<file path="src/pkg/ufc_pkg.sv">
// Behaviour
// - Enhanced feature bit 6 enables automatic hold-off; the output starts low.
// - Hold-off goes high once receive count exceeds the upper threshold.
// - Raised hold-off returns low only when the count equals the lower threshold or bit 6 is cleared.
// - 64-byte mode upper threshold is 8, 16, 56 or 60 from control bits 7:6.
// - 64-byte mode lower threshold is 0, 8, 16 or 56 from control bits 5:4.
// - Flow status bit 5 shows hold-off output level while hold-off is enabled.
// - With enable bit 6, a hold-off rise raises an interrupt; modem state read clears.
// - Hold-off rises only after the first stop bit of the character is sampled.
// - Enhanced feature bit 7 enables transmitter gating by the permit input.
// - Permit high stops new characters; a character in progress always completes.
// - Flow status bit 1 shows sampled permit level while gating is enabled.
// - Enhanced feature bits 3:2 choose the transmitted pause/resume characters.
// - Enhanced feature bits 1:0 choose the compared pause/resume characters.
// - A received pause suspends transmission; a received resume restarts it.
// - Transmit flow state starts as resume and sends nothing at enable.
// - Pause character is sent at once when receive count exceeds upper threshold.
// - After a pause, resume is sent only when count equals the lower threshold.
// - Flow status bit 4 reads zero in resume state, one after pause sent.
// - Transmit flow state never raises an interrupt.
// - 256-byte mode needs FIFO enable bit 0 and extra feature bit 0 both set.
// - With enable bit 5, received pause interrupts; interrupt source read or resume clears.
// - A pause suspension lets the character being shifted out finish.
package ufc_pkg;
  localparam int CNT_W  = 9;
  localparam int THR_W  = 8;
  localparam int CHAR_W = 8;
  localparam int ADDR_W = 8;
  // Register byte offsets
  localparam logic [7:0] OFF_EFR  = 8'h00;
  localparam logic [7:0] OFF_FCR  = 8'h04;
  localparam logic [7:0] OFF_AFR  = 8'h08;
  localparam logic [7:0] OFF_IER  = 8'h0c;
  localparam logic [7:0] OFF_ISR  = 8'h10;
  localparam logic [7:0] OFF_MSR  = 8'h14;
  localparam logic [7:0] OFF_FSR  = 8'h18;
  localparam logic [7:0] OFF_FUR  = 8'h1c;
  localparam logic [7:0] OFF_FLR  = 8'h20;
  localparam logic [7:0] OFF_CHR  = 8'h24;
  // Field positions
  localparam int EFR_CTS   = 7;
  localparam int EFR_RTS   = 6;
  localparam int IER_CTS   = 7;
  localparam int IER_RTS   = 6;
  localparam int IER_PAUSE = 5;
  localparam int FCR_EN    = 0;
  localparam int AFR_BIG   = 0;
  // Interrupt source codes
  localparam logic [5:0] ISR_NONE  = 6'h01;
  localparam logic [5:0] ISR_PAUSE = 6'h10;
  localparam logic [5:0] ISR_MODEM = 6'h20;
  // Fixed 64-byte mode thresholds
  localparam logic [THR_W-1:0] UP_0 = 8'h08;
  localparam logic [THR_W-1:0] UP_1 = 8'h10;
  localparam logic [THR_W-1:0] UP_2 = 8'h38;
  localparam logic [THR_W-1:0] UP_3 = 8'h3c;
  localparam logic [THR_W-1:0] LO_0 = 8'h00;
  localparam logic [THR_W-1:0] LO_1 = 8'h08;
  localparam logic [THR_W-1:0] LO_2 = 8'h10;
  localparam logic [THR_W-1:0] LO_3 = 8'h38;
  // Reset values
  localparam logic [THR_W-1:0]  FUR_RST = 8'h3c;
  localparam logic [THR_W-1:0]  FLR_RST = 8'h00;
  localparam logic [31:0]       CHR_RST = 32'h13131111;
  localparam logic [1:0] RESP_OKAY   = 2'b00;
  localparam logic [1:0] RESP_SLVERR = 2'b10;
  typedef enum logic [1:0] {SND_IDLE, SND_FIRST, SND_SECOND} ufc_send_t;
endpackage

</file>
<file path="src/rtl/ufc_flow_ctrl.sv">
// Decided for this implementation: the AXI4-Lite slave port and the register addresses.
module ufc_flow_ctrl (
  input  wire logic                        aclk,
  input  wire logic                        aresetn,
  input  wire logic [ufc_pkg::ADDR_W-1:0]  s_axi_awaddr,
  input  wire logic                        s_axi_awvalid,
  output logic                             s_axi_awready,
  input  wire logic [31:0]                 s_axi_wdata,
  input  wire logic [3:0]                  s_axi_wstrb,
  input  wire logic                        s_axi_wvalid,
  output logic                             s_axi_wready,
  output logic [1:0]                       s_axi_bresp,
  output logic                             s_axi_bvalid,
  input  wire logic                        s_axi_bready,
  input  wire logic [ufc_pkg::ADDR_W-1:0]  s_axi_araddr,
  input  wire logic                        s_axi_arvalid,
  output logic                             s_axi_arready,
  output logic [31:0]                      s_axi_rdata,
  output logic [1:0]                       s_axi_rresp,
  output logic                             s_axi_rvalid,
  input  wire logic                        s_axi_rready,
  input  wire logic [ufc_pkg::CNT_W-1:0]   rx_level_count,
  input  wire logic                        rx_stop_sampled,
  input  wire logic                        rx_char_valid,
  input  wire logic [ufc_pkg::CHAR_W-1:0]  rx_char,
  output logic                             rx_char_is_flow,
  input  wire logic                        tx_permit_pin,
  output logic                             rx_hold_off_pin,
  output logic                             tx_start_ok,
  output logic                             fc_send_req,
  output logic [ufc_pkg::CHAR_W-1:0]       fc_send_char,
  input  wire logic                        fc_send_ack,
  output logic                             flow_int_pending
);
  import ufc_pkg::*;

  // ************************************************************
  // Registers
  // ************************************************************
  logic [7:0]       enhanced_features_reg;
  logic [7:0]       fifo_ctrl_reg;
  logic [7:0]       extra_feature_reg;
  logic [7:0]       int_enable_reg;
  logic [THR_W-1:0] fur_wr;
  logic [THR_W-1:0] flr_wr;
  logic [31:0]      char_reg;
  logic [7:0]       flow_state_reg;
  logic [7:0]       int_source_reg;
  logic [7:0]       modem_state_reg;

  logic [CHAR_W-1:0] resume_char_a;
  logic [CHAR_W-1:0] resume_char_b;
  logic [CHAR_W-1:0] pause_char_a;
  logic [CHAR_W-1:0] pause_char_b;
  assign resume_char_a = char_reg[7:0];
  assign resume_char_b = char_reg[15:8];
  assign pause_char_a  = char_reg[23:16];
  assign pause_char_b  = char_reg[31:24];

  function automatic logic [THR_W-1:0] up_table(input logic [1:0] sel);
    unique case (sel)
      2'b00: up_table = UP_0;
      2'b01: up_table = UP_1;
      2'b10: up_table = UP_2;
      2'b11: up_table = UP_3;
    endcase
  endfunction

  function automatic logic [THR_W-1:0] lo_table(input logic [1:0] sel);
    unique case (sel)
      2'b00: lo_table = LO_0;
      2'b01: lo_table = LO_1;
      2'b10: lo_table = LO_2;
      2'b11: lo_table = LO_3;
    endcase
  endfunction

  logic             mode_big;
  logic [THR_W-1:0] rx_high_threshold;
  logic [THR_W-1:0] rx_low_threshold;
  assign mode_big = fifo_ctrl_reg[FCR_EN] & extra_feature_reg[AFR_BIG];
  // Written values are trusted to keep upper above lower
  assign rx_high_threshold = mode_big ? fur_wr : up_table(fifo_ctrl_reg[7:6]);
  assign rx_low_threshold  = mode_big ? flr_wr : lo_table(fifo_ctrl_reg[5:4]);

  logic above_high;
  logic at_low;
  assign above_high = rx_level_count > {1'b0, rx_high_threshold};
  assign at_low     = rx_level_count == {1'b0, rx_low_threshold};

  // ************************************************************
  // AXI4-Lite slave
  // ************************************************************
  logic              aw_held;
  logic              w_held;
  logic [ADDR_W-1:0] aw_addr;
  logic [31:0]       w_data;
  logic [3:0]        w_strb;
  logic              wr_do;
  logic              rd_do;
  logic              wr_hit;
  logic              rd_isr;
  logic              rd_msr;

  assign s_axi_awready = !aw_held && !s_axi_bvalid;
  assign s_axi_wready  = !w_held && !s_axi_bvalid;
  assign s_axi_arready = !s_axi_rvalid;
  assign wr_do = aw_held && w_held && !s_axi_bvalid;
  assign rd_do = s_axi_arvalid && s_axi_arready;
  assign rd_isr = rd_do && s_axi_araddr == OFF_ISR;
  assign rd_msr = rd_do && s_axi_araddr == OFF_MSR;

  always_comb begin
    unique case (aw_addr)
      OFF_EFR, OFF_FCR, OFF_AFR, OFF_IER, OFF_ISR, OFF_MSR, OFF_FSR, OFF_FUR, OFF_FLR,
      OFF_CHR: wr_hit = 1'b1;
      default: wr_hit = 1'b0;
    endcase
  end

  always_ff @(posedge aclk) begin
    if (!aresetn) begin
      aw_held <= 1'b0;
      w_held  <= 1'b0;
      aw_addr <= '0;
      w_data  <= '0;
      w_strb  <= '0;
    end else begin
      if (s_axi_awvalid && s_axi_awready) begin
        aw_held <= 1'b1;
        aw_addr <= s_axi_awaddr;
      end else if (wr_do) begin
        aw_held <= 1'b0;
      end
      if (s_axi_wvalid && s_axi_wready) begin
        w_held <= 1'b1;
        w_data <= s_axi_wdata;
        w_strb <= s_axi_wstrb;
      end else if (wr_do) begin
        w_held <= 1'b0;
      end
    end
  end

  always_ff @(posedge aclk) begin
    if (!aresetn) begin
      s_axi_bvalid <= 1'b0;
      s_axi_bresp  <= RESP_OKAY;
    end else if (wr_do) begin
      s_axi_bvalid <= 1'b1;
      s_axi_bresp  <= wr_hit ? RESP_OKAY : RESP_SLVERR;
    end else if (s_axi_bready) begin
      s_axi_bvalid <= 1'b0;
    end
  end

  // Registers reset with every flow function off
  always_ff @(posedge aclk) begin
    if (!aresetn) begin
      enhanced_features_reg <= 8'h00;
      fifo_ctrl_reg         <= 8'h00;
      extra_feature_reg     <= 8'h00;
      int_enable_reg        <= 8'h00;
      fur_wr                <= FUR_RST;
      flr_wr                <= FLR_RST;
      char_reg              <= CHR_RST;
    end else if (wr_do && w_strb[0]) begin
      unique case (aw_addr)
        OFF_EFR: enhanced_features_reg <= w_data[7:0];
        OFF_FCR: fifo_ctrl_reg         <= w_data[7:0];
        OFF_AFR: extra_feature_reg     <= w_data[7:0];
        OFF_IER: int_enable_reg        <= w_data[7:0];
        OFF_FUR: if (mode_big) fur_wr <= w_data[7:0];
        OFF_FLR: if (mode_big) flr_wr <= w_data[7:0];
        OFF_CHR: char_reg[7:0]         <= w_data[7:0];
        default: ;
      endcase
    end
    if (aresetn && wr_do && aw_addr == OFF_CHR) begin
      if (w_strb[1]) char_reg[15:8]  <= w_data[15:8];
      if (w_strb[2]) char_reg[23:16] <= w_data[23:16];
      if (w_strb[3]) char_reg[31:24] <= w_data[31:24];
    end
  end

  logic [31:0] next_rdata;
  logic        next_rerr;
  always_comb begin
    next_rdata = 32'h00000000;
    next_rerr  = 1'b0;
    unique case (s_axi_araddr)
      OFF_EFR: next_rdata[7:0] = enhanced_features_reg;
      OFF_FCR: next_rdata[7:0] = fifo_ctrl_reg;
      OFF_AFR: next_rdata[7:0] = extra_feature_reg;
      OFF_IER: next_rdata[7:0] = int_enable_reg;
      OFF_ISR: next_rdata[7:0] = int_source_reg;
      OFF_MSR: next_rdata[7:0] = modem_state_reg;
      OFF_FSR: next_rdata[7:0] = flow_state_reg;
      OFF_FUR: next_rdata[7:0] = rx_high_threshold;
      OFF_FLR: next_rdata[7:0] = rx_low_threshold;
      OFF_CHR: next_rdata      = char_reg;
      default: next_rerr       = 1'b1;
    endcase
  end

  always_ff @(posedge aclk) begin
    if (!aresetn) begin
      s_axi_rvalid <= 1'b0;
      s_axi_rdata  <= 32'h00000000;
      s_axi_rresp  <= RESP_OKAY;
    end else if (rd_do) begin
      s_axi_rvalid <= 1'b1;
      s_axi_rdata  <= next_rdata;
      s_axi_rresp  <= next_rerr ? RESP_SLVERR : RESP_OKAY;
    end else if (s_axi_rready) begin
      s_axi_rvalid <= 1'b0;
    end
  end

  // ************************************************************
  // Hardware flow control
  // ************************************************************
  logic permit_meta;
  logic permit_sync;
  logic permit_prev;
  logic next_hold;
  logic hold_rise;
  logic permit_rise;

  always_ff @(posedge aclk) begin
    if (!aresetn) begin
      permit_meta <= 1'b0;
      permit_sync <= 1'b0;
      permit_prev <= 1'b0;
    end else begin
      permit_meta <= tx_permit_pin;
      permit_sync <= permit_meta;
      permit_prev <= permit_sync;
    end
  end
  assign permit_rise = permit_sync && !permit_prev;

  always_comb begin
    next_hold = rx_hold_off_pin;
    if (!enhanced_features_reg[EFR_RTS]) begin
      next_hold = 1'b0;
    end else if (!rx_hold_off_pin) begin
      // Upper crossing only counts once the stop bit is in
      if (rx_stop_sampled && above_high) next_hold = 1'b1;
    end else if (at_low) begin
      next_hold = 1'b0;
    end
  end
  assign hold_rise = next_hold && !rx_hold_off_pin;

  always_ff @(posedge aclk) begin
    if (!aresetn) rx_hold_off_pin <= 1'b0;
    else rx_hold_off_pin <= next_hold;
  end

  a_hold_off_low: assert property (@(posedge aclk) disable iff (!aresetn)
    !enhanced_features_reg[EFR_RTS] |=> !rx_hold_off_pin)
    else $error("hold-off high while disabled");
  a_hold_rise_cause: assert property (@(posedge aclk) disable iff (!aresetn)
    $rose(rx_hold_off_pin) |-> $past(rx_stop_sampled && above_high))
    else $error("hold-off rose without stop bit over threshold");
  a_hold_rise_need: assert property (@(posedge aclk) disable iff (!aresetn)
    enhanced_features_reg[EFR_RTS] && !rx_hold_off_pin && rx_stop_sampled && above_high
    |=> rx_hold_off_pin)
    else $error("hold-off missed upper crossing");
  a_hold_fall_cause: assert property (@(posedge aclk) disable iff (!aresetn)
    $fell(rx_hold_off_pin) && enhanced_features_reg[EFR_RTS] |-> $past(at_low))
    else $error("hold-off fell away from lower threshold");
  a_table_upper: assert property (@(posedge aclk) disable iff (!aresetn)
    !mode_big && fifo_ctrl_reg[7:6] == 2'b10 |-> rx_high_threshold == UP_2)
    else $error("upper threshold table wrong");
  a_table_lower: assert property (@(posedge aclk) disable iff (!aresetn)
    !mode_big && fifo_ctrl_reg[5:4] == 2'b11 |-> rx_low_threshold == LO_3)
    else $error("lower threshold table wrong");

  // ************************************************************
  // Receive software flow control
  // ************************************************************
  logic              rx_sw_en;
  logic              rx_paused;
  logic              prev_res_a;
  logic              prev_pau_a;
  logic              got_resume;
  logic              got_pause;
  logic [CHAR_W-1:0] cmp_res;
  logic [CHAR_W-1:0] cmp_pau;
  logic              two_char;

  assign rx_sw_en = |enhanced_features_reg[1:0];
  assign two_char = &enhanced_features_reg[1:0];
  assign cmp_res  = enhanced_features_reg[1] ? resume_char_a : resume_char_b;
  assign cmp_pau  = enhanced_features_reg[1] ? pause_char_a : pause_char_b;

  // Equal resume and pause codes act as resume
  always_comb begin
    got_resume = 1'b0;
    got_pause  = 1'b0;
    if (rx_sw_en && rx_char_valid) begin
      if (two_char) begin
        got_resume = prev_res_a && rx_char == resume_char_b;
        got_pause  = !got_resume && prev_pau_a && rx_char == pause_char_b;
      end else begin
        got_resume = rx_char == cmp_res;
        got_pause  = !got_resume && rx_char == cmp_pau;
      end
    end
  end
  assign rx_char_is_flow = got_resume || got_pause;

  always_ff @(posedge aclk) begin
    if (!aresetn) begin
      rx_paused  <= 1'b0;
      prev_res_a <= 1'b0;
      prev_pau_a <= 1'b0;
    end else begin
      if (!rx_sw_en) rx_paused <= 1'b0;
      else if (got_pause) rx_paused <= 1'b1;
      else if (got_resume) rx_paused <= 1'b0;
      if (rx_char_valid) begin
        prev_res_a <= rx_char == resume_char_a;
        prev_pau_a <= rx_char == pause_char_a;
      end
    end
  end

  // Gating only blocks the next start, so a character in flight finishes
  assign tx_start_ok = !(enhanced_features_reg[EFR_CTS] && permit_sync)
                    && !(rx_sw_en && rx_paused);

  a_permit_gate: assert property (@(posedge aclk) disable iff (!aresetn)
    enhanced_features_reg[EFR_CTS] && permit_sync |-> !tx_start_ok)
    else $error("start allowed while permit high");
  a_pause_stops: assert property (@(posedge aclk) disable iff (!aresetn)
    got_pause && rx_sw_en ##1 rx_sw_en && !got_resume |-> !tx_start_ok)
    else $error("start allowed after pause received");

  // ************************************************************
  // Transmit software flow control
  // ************************************************************
  logic      tx_sw_en;
  logic      tx_paused;
  logic      snd_pause;
  ufc_send_t snd_state;

  assign tx_sw_en    = |enhanced_features_reg[3:2];
  assign fc_send_req = snd_state != SND_IDLE;

  // Enabling starts in resume state with nothing queued
  always_ff @(posedge aclk) begin
    if (!aresetn || !tx_sw_en) begin
      snd_state    <= SND_IDLE;
      snd_pause    <= 1'b0;
      tx_paused    <= 1'b0;
      fc_send_char <= 8'h00;
    end else begin
      unique case (snd_state)
        SND_IDLE: begin
          if (!tx_paused && above_high) begin
            snd_state    <= SND_FIRST;
            snd_pause    <= 1'b1;
            fc_send_char <= enhanced_features_reg[3] ? pause_char_a : pause_char_b;
          end else if (tx_paused && at_low) begin
            snd_state    <= SND_FIRST;
            snd_pause    <= 1'b0;
            fc_send_char <= enhanced_features_reg[3] ? resume_char_a : resume_char_b;
          end
        end
        SND_FIRST: begin
          if (fc_send_ack) begin
            if (&enhanced_features_reg[3:2]) begin
              snd_state    <= SND_SECOND;
              fc_send_char <= snd_pause ? pause_char_b : resume_char_b;
            end else begin
              snd_state <= SND_IDLE;
              tx_paused <= snd_pause;
            end
          end
        end
        SND_SECOND: begin
          if (fc_send_ack) begin
            snd_state <= SND_IDLE;
            tx_paused <= snd_pause;
          end
        end
      endcase
    end
  end

  a_resume_when_low: assert property (@(posedge aclk) disable iff (!aresetn)
    $rose(fc_send_req) && !snd_pause |-> $past(at_low && tx_paused))
    else $error("resume sent away from lower threshold");
  a_pause_prompt: assert property (@(posedge aclk) disable iff (!aresetn)
    tx_sw_en && snd_state == SND_IDLE && !tx_paused && above_high
    |=> fc_send_req && snd_pause)
    else $error("pause not sent at upper crossing");

  // ************************************************************
  // Status and interrupt sources
  // ************************************************************
  logic hold_flag;
  logic permit_flag;
  logic pause_flag;

  // A new event in the clearing read's cycle keeps its flag set
  always_ff @(posedge aclk) begin
    if (!aresetn) begin
      hold_flag   <= 1'b0;
      permit_flag <= 1'b0;
      pause_flag  <= 1'b0;
    end else begin
      if (int_enable_reg[IER_RTS] && hold_rise) hold_flag <= 1'b1;
      else if (rd_msr) hold_flag <= 1'b0;
      if (int_enable_reg[IER_CTS] && permit_rise) permit_flag <= 1'b1;
      else if (rd_msr) permit_flag <= 1'b0;
      if (int_enable_reg[IER_PAUSE] && got_pause) pause_flag <= 1'b1;
      else if (rd_isr || got_resume) pause_flag <= 1'b0;
    end
  end

  // Transmit flow state feeds no flag here
  assign flow_int_pending = hold_flag || permit_flag || pause_flag;

  always_comb begin
    int_source_reg = {2'b00, ISR_NONE};
    if (pause_flag) int_source_reg = {2'b00, ISR_PAUSE};
    else if (hold_flag || permit_flag) int_source_reg = {2'b00, ISR_MODEM};
  end

  assign modem_state_reg = {3'b000, permit_sync, 4'h0};
  assign flow_state_reg = {2'b00,
                           enhanced_features_reg[EFR_RTS] & rx_hold_off_pin,
                           tx_sw_en & tx_paused,
                           2'b00,
                           enhanced_features_reg[EFR_CTS] & permit_sync,
                           rx_sw_en & rx_paused};

  a_hold_int: assert property (@(posedge aclk) disable iff (!aresetn)
    int_enable_reg[IER_RTS] && hold_rise |=> flow_int_pending && int_source_reg != 8'h01)
    else $error("hold-off rise raised no interrupt");
  a_permit_int: assert property (@(posedge aclk) disable iff (!aresetn)
    int_enable_reg[IER_CTS] && permit_rise |=> permit_flag [*1] ##0 flow_int_pending)
    else $error("permit rise raised no interrupt");
  a_pause_int: assert property (@(posedge aclk) disable iff (!aresetn)
    int_enable_reg[IER_PAUSE] && got_pause |=> int_source_reg == {2'b00, ISR_PAUSE})
    else $error("pause raised no interrupt");
  a_tx_no_int: assert property (@(posedge aclk) disable iff (!aresetn)
    $rose(tx_paused) && !$past(flow_int_pending) && $past(!(hold_rise || permit_rise
    || got_pause)) |-> !flow_int_pending)
    else $error("transmit flow state raised interrupt");
  a_status_hold: assert property (@(posedge aclk) disable iff (!aresetn)
    s_axi_rvalid && $past(rd_do && s_axi_araddr == OFF_FSR)
    |-> s_axi_rdata[5] == $past(enhanced_features_reg[EFR_RTS] & rx_hold_off_pin))
    else $error("status bit 5 does not follow hold-off");

endmodule // ufc_flow_ctrl

</file>
<file path="config.mk">
export PLATFORM = sky130hd
export DESIGN_NAME = ufc_flow_ctrl
export DESIGN_NICKNAME = d
export VERILOG_FILES = /design/src/pkg/ufc_pkg.sv /design/src/rtl/ufc_flow_ctrl.sv
export SDC_FILE = /design/constraint.sdc
export NUM_CORES = 1
export LEC_CHECK = 0
export ABC_AREA = 1
export BUFFER_PORTS_ARGS = -buffer_cell sky130_fd_sc_hd__buf_2
export CAP_MARGIN = 20
export CORE_UTILIZATION = 30
export DETAILED_ROUTE_END_ITERATION = 6
export PLACE_DENSITY = 0.5
export REMOVE_ABC_BUFFERS = 1
export SKIP_CTS_REPAIR_TIMING = 1
export SLEW_MARGIN = 10
export SYNTH_ARGS = -nofsm -noshare
export SYNTH_HDL_FRONTEND = slang
export SYNTH_SLANG_ARGS = --single-unit
export TNS_END_PERCENT = 10
</file>
<file path="constraint.sdc">
create_clock -name aclk -period 6.05 [get_ports aclk]
set_input_delay 0.9075 -clock aclk [delete_from_list [all_inputs] [get_ports aclk]]
set_output_delay 0.9075 -clock aclk [all_outputs]
set_load 0.02 [all_outputs]
</file>
# Word-level counts from Yosys, hierarchy flattened
# Index checks and enable logic that the tools add are counted.
# totals
ff_bits	186
latchBits	0
ramBits	0
romBits	0
in_bits	80
out_inout_bits	54
word_cells	217
mem_count	0
# op_classes
add_sub_neg	0
multipliers	0
div_mod_pow	0
magnitude_cmp	1
eq_ne	38
n_shift	0
muxes	60
n_bitwise	5
n_reduce_logical	81
# op_table
operator	count
$mux 8	14
$pmux 8 s10	1
$mux 24	3
$eq 8x5->1 const B	8
$pmux 8 s4	2
$eq 8x8->1	6
$eq 8x4->1 const B	4
$eq 8x6->1 const B	4
$logic_and 1x1->1	28
$mux 1	28
$reduce_bool 2->1	12
$reduce_or 10->1	2
$reduce_and 2->1	9
$eq 8x3->1 const B	2
$logic_not 8->1	2
$pmux 8 s2	1
$mux 2	7
$logic_not 1->1	13
$mux 6	2
$eq 2x2->1 const B	5
$eq 9x8->1	1
$gt 9x8->1	1
$reduce_and 3->1	3
$ne 2x2->1 const B	4
9 further kinds	23

# Depth between registers and ports, before layout
# logic_depth
depth_word	11
mapped_depth	22

# Worst setup path after synthesis
# OpenSTA, ideal clock, no wires.
# synth_timing
path_type	input to output
startpoint	input port rx_char[2] (netlist name)
endpoint	output port rx_char_is_flow
arrival_time_ps	1961
path_slack_ps	3182
cell_stages	11
n_path_buf	1
cell_sequence	clkbuf_1 > inv_1 > nand3_1 > nand2_1 > nor2_1 > nand2_1 > nor2_1 > nand2_1 > nand2_1 > nand3_1 > nand2_1
# synth_via
elab_chain_cells	8
elab_cells_between_ends	15
classes_between	4 x eq/ne; 4 x mux; 7 x reduce/logical
# synth_lines
item	line_no	rtl
from (decl)	ufc_flow_ctrl.sv:25	input wire logic [ufc_pkg::CHAR_W-1:0] rx_char,
$eq 8x8->1	ufc_flow_ctrl.sv:305	got_resume = prev_res_a && rx_char == resume_char_b;
$logic_and 1x1->1	ufc_flow_ctrl.sv:305	
$logic_not 1->1	ufc_flow_ctrl.sv:306	got_pause = !got_resume && prev_pau_a && rx_char == pause_char_b;
$logic_and 1x1->1 (2 in a row)	ufc_flow_ctrl.sv:306	
$mux 1	ufc_flow_ctrl.sv:304	if (two_char) begin
$mux 1	ufc_flow_ctrl.sv:303	if (rx_sw_en && rx_char_valid) begin
$logic_or 1x1->1 (*)	ufc_flow_ctrl.sv:313	assign rx_char_is_flow = got_resume || got_pause;
to (decl)	ufc_flow_ctrl.sv:26	output logic rx_char_is_flow,
# Every way passes the cells marked *; elsewhere a longest branch is shown, timed or not.

# Worst setup path after layout
# layout_timing
startpoint	register enhanced_features_reg[1]
endpoint	output port rx_char_is_flow
# layout_via
elab_chain_cells	7
elab_cells_between_ends	14
classes_between	2 x eq/ne; 6 x mux; 6 x reduce/logical
# layout_lines
item	line_no	rtl
from (decl)	ufc_flow_ctrl.sv:40	logic [7:0] enhanced_features_reg;
from (signal assigned)	ufc_flow_ctrl.sv:169	OFF_EFR: enhanced_features_reg <= w_data[7:0];
$mux 8	ufc_flow_ctrl.sv:296	assign cmp_res = enhanced_features_reg[1] ? resume_char_a : resume_char_b;
$eq 8x8->1	ufc_flow_ctrl.sv:308	got_resume = rx_char == cmp_res;
$logic_not 1->1	ufc_flow_ctrl.sv:309	got_pause = !got_resume && rx_char == cmp_pau;
$logic_and 1x1->1	ufc_flow_ctrl.sv:309	
$mux 1	ufc_flow_ctrl.sv:304	
$mux 1	ufc_flow_ctrl.sv:303	
$logic_or 1x1->1 (*)	ufc_flow_ctrl.sv:313	
# Marked as above.

==> metrics.md <==
| Metric | Value |
|---|---|
| Share of layout cells above drive strength 1 | 13.46% |
| First-pass GRT wire length | approximately 48 mm |
| DRT iter0 DRCs | 588 |
| Delay-heaviest family, CP | simple AND/OR/NAND/NOR gates |
| CP Capture Type | output pin |
| Global route overflow | 0 |
| Number of vias per cell | 4.863 |
| Status | complete, no violations |
| Arr. time, crit path | 3.44 ns |
| Drt drc | 0 |
| Fin crit share | 71.81% |
| Slew @ Worst Pin | about 1.1 ns |
| Clock transition at path regs | roughly 0.070 ns |
| Ys flop type | dfxtp_1 |
| Pre-Repair DR Iteration Count | 6 |
| Syn_area_per_cell | 6.722 µm² |
| Syn Inst Count | between 1,000 and 1,500 |
| Yosys warnings | 0 |
| Pleak | 4.750 nW |
| Worst setup path category | register to output pin |
| Worst path depth | 13 |
| Sequential area share after synthesis | 39.85% |
| Power Density | 248.9 nW/µm² |
| Post-Route WL | between 30 and 40 mm |
| Setup violations, final | 0 |
| Max VDD drop | 196.7 µV |
| Die H | between 150 and 200 µm |
| Reg2reg end | fc_send_char[3]$_SDFFE_PP0P_ |
| Top post-synthesis cells by count | 314 x nand2_1, 203 x nor2_1, 184 x dfxtp_1, 130 x inv_1, 116 x o21ai_0 |
| Relative slew slack | 26.53% |
| Post-synth ARST share | 0% |
| Synthesis-to-layout area growth | 15.99% |
| Vias in the first global route | 8,182 |
| CP startpoint kind | register |
| CTS tree | yes |
| Worst Reg-to-Reg Cells | 15 |
| Slowest cell on the critical path | dfxtp_1 |
| Root Driver | clkbuf_16 |
| Placer's final routability congestion estimate | approximately 0.95 |
| WHS Path Cells | 2 |
| CP endpoint | rx_char_is_flow |
| CP peak stage delay | 0.90 ns |
| Crit path cell chain | clkinv_1, nand2_1, nand2_1, nand2_1, nand2_1, nor2_1, nand2_1, nor2_1, nand2_1, nand2_1, nand3_1, nand2_1, buf_2 |
| Row cnt | 63 |
| # diodes | 0 |
| Max Freq | 230.2 MHz |
| Final Critical Period | 4.344 ns |
| Tot GR Track Use | between 10% and 20% |
| Top-count cell post-synth | nand2_1 |
| RSZ-0062 raised after global routing | no |
| Seq cells post-synth | 184 |
| Count of input and output buffers | 131 |
| Layout Skew | 0.01815 ns |
| Fin. Hold Viols | 0 |
| Area leader, netlist | dfxtp_1 |
| Final Max Tran Viols | 0 |
| Reg-to-Reg Start | extra_feature_reg[0]$_SDFFE_PN0P_ |
| Synth top area share | about 40% |
| CP most frequent cell | nand2_1 |
| Drt wl/cell | 16.53 µm |
| Hold WC Path Type | register to register |
| Initial antenna violation count | 0 |
| Fill count | 3,341 |
| Cell variety after synth | 42 |
| Pre-CTS setup slack | 2.185 ns |
| CP Launch Point | enhanced_features_reg[1]$_SDFFE_PN0P_ |
| Worst Slack Setup Final | 1.706 ns |
| Post-layout net count | 1,556 |
| Die Width | between 150 and 200 µm |
| Clock Sinks | 184 |
| HPWL Detailed | 22.55 mm |
| Die area | between 30,000 and 40,000 µm² |
| Clk buf depth | 2 |
| Largest net degree at the start of global routing | 67 |
| Final ANT Viol Nets | 0 |
| Final core utilization | between 30% and 40% |
| Crit Path Max Fanout | 23 |
| Max_cap viols | 0 |
| Synth Cell Area | 9243 µm² |
| Top cells by area, synth | dfxtp_1 40%, nand2_1 13%, nor2_1 8.2% |
| Buf/Inv on CP | 2 |
| Worst skew pair latency | approximately 0.45 ns |
| Vias after detailed routing | 9,084 |
| Final TNS setup | 0 ns |
| Worst Path Required | between 5 and 6 ns |
| # H-tree levels | 4 |
| Reg2Reg Setup Slack | about 2.7 ns |
| Core footprint | 29,950 µm² |
| Count of flip-flops with a built-in enable after synthesis | 0 |
| CTS buffer count | 17 |
| Initial Util | a little under a third |
| Top-Level Pins | 134 |
[worst min path at each step]
stage                     slack, ns                endpoint              startpoint
after floorplan                0.39  permit_sync$_SDFF_PN0_  permit_meta$_SDFF_PN0_
final                          0.42  permit_sync$_SDFF_PN0_  permit_meta$_SDFF_PN0_
after global placement         0.41  permit_sync$_SDFF_PN0_  permit_meta$_SDFF_PN0_
after CTS                      0.43  permit_sync$_SDFF_PN0_  permit_meta$_SDFF_PN0_
after global routing           0.46  permit_sync$_SDFF_PN0_  permit_meta$_SDFF_PN0_
after detailed placement       0.41  permit_sync$_SDFF_PN0_  permit_meta$_SDFF_PN0_
[cell usage in the layout, fill, tap and decap left out, drive strengths merged]
cell type    n
a21oi      105
nand4       19
buf        139
conb         2
o211a        1
nor3        17
o21ai      117
a21boi       2
nand3b       3
clkinvlp     2
nor2       208
ha          11
nand2      323
a31oi        8
nor4         5
clkbuf      20
o211ai       8
a22oi        1
bufinv       1
a211oi      33
nand3       79
o22ai       17
o31ai       11
or2          1
inv        136
xor2         9
xnor2        4
o21a         1
clkinv      11
dfxtp      184
[where the power goes]
| part | switching (mW) | internal (mW) |
|---|---|---|
| clock network | 0.523 | 0.595 |
| logic | 0.189 | 0.0843 |
| registers | 0.0230 | 1.25 |
| total | 0.735 | 1.93 |
[through the flow]
step                      hold WS [ns]  instances  power, mW  instance area (µm²)
after detailed placement        0.4105       1835      1.580                10140
after floorplan                 0.3900       1307      1.461                 8939
after global routing            0.4561       1868      2.784                10720
final                           0.4220       1868      2.669                10720
after global placement          0.4081       1835      1.577                10140
after CTS                       0.4294       1867      2.702                10710
[metal layers]
layer | part of all wire [%] | GRT usage (%) | routed length (µm) | vias to the layer above
met5 | 0 | 0 | 0 | -
met4 | 1.8 | 6.517 | 570 | 0
met3 | 5.5 | 3.149 | 1698 | 31
met2 | 42 | 29.13 | 12880 | 247
met1 | 51 | 29.17 | 15730 | 4108
li1 | - | - | - | 4698
[worst min-delay path: stages (launching register included)]
cell and delay [ns]:
dfxtp_1 0.31, nand2_1 0.05, inv_1 0.04
[cells by family (layout without fill, tap and decap cells)]
family | Yosys count | in the layout | share of synthesized area, %
adders and majority gates | 11 | 11 | 1.489
and+or+nand+nor | 655 | 655 | 30.04
DFF | 184 | 184 | 39.85
other | 1 | 2 | 0.04057
buffers and inverters | 207 | 309 | 8.934
xor gates and xnor gates | 13 | 13 | 1.232
AOI/OAI and AO/OA | 304 | 304 | 18.41
[layout make-up]
cell class              instances  area [µm²]  share of cell area [%]
multi-input cells             985        4737                   44.19
flip-flops and latches        184        3684                   34.36
repair buffers                139       718.2                   6.699
inverters                     138       518.0                   4.832
well taps                     390       488.0                   4.552
clock buffers                  20       456.7                   4.260
clock inverters                12       118.9                   1.109
(Power assumes the default switching activity.)
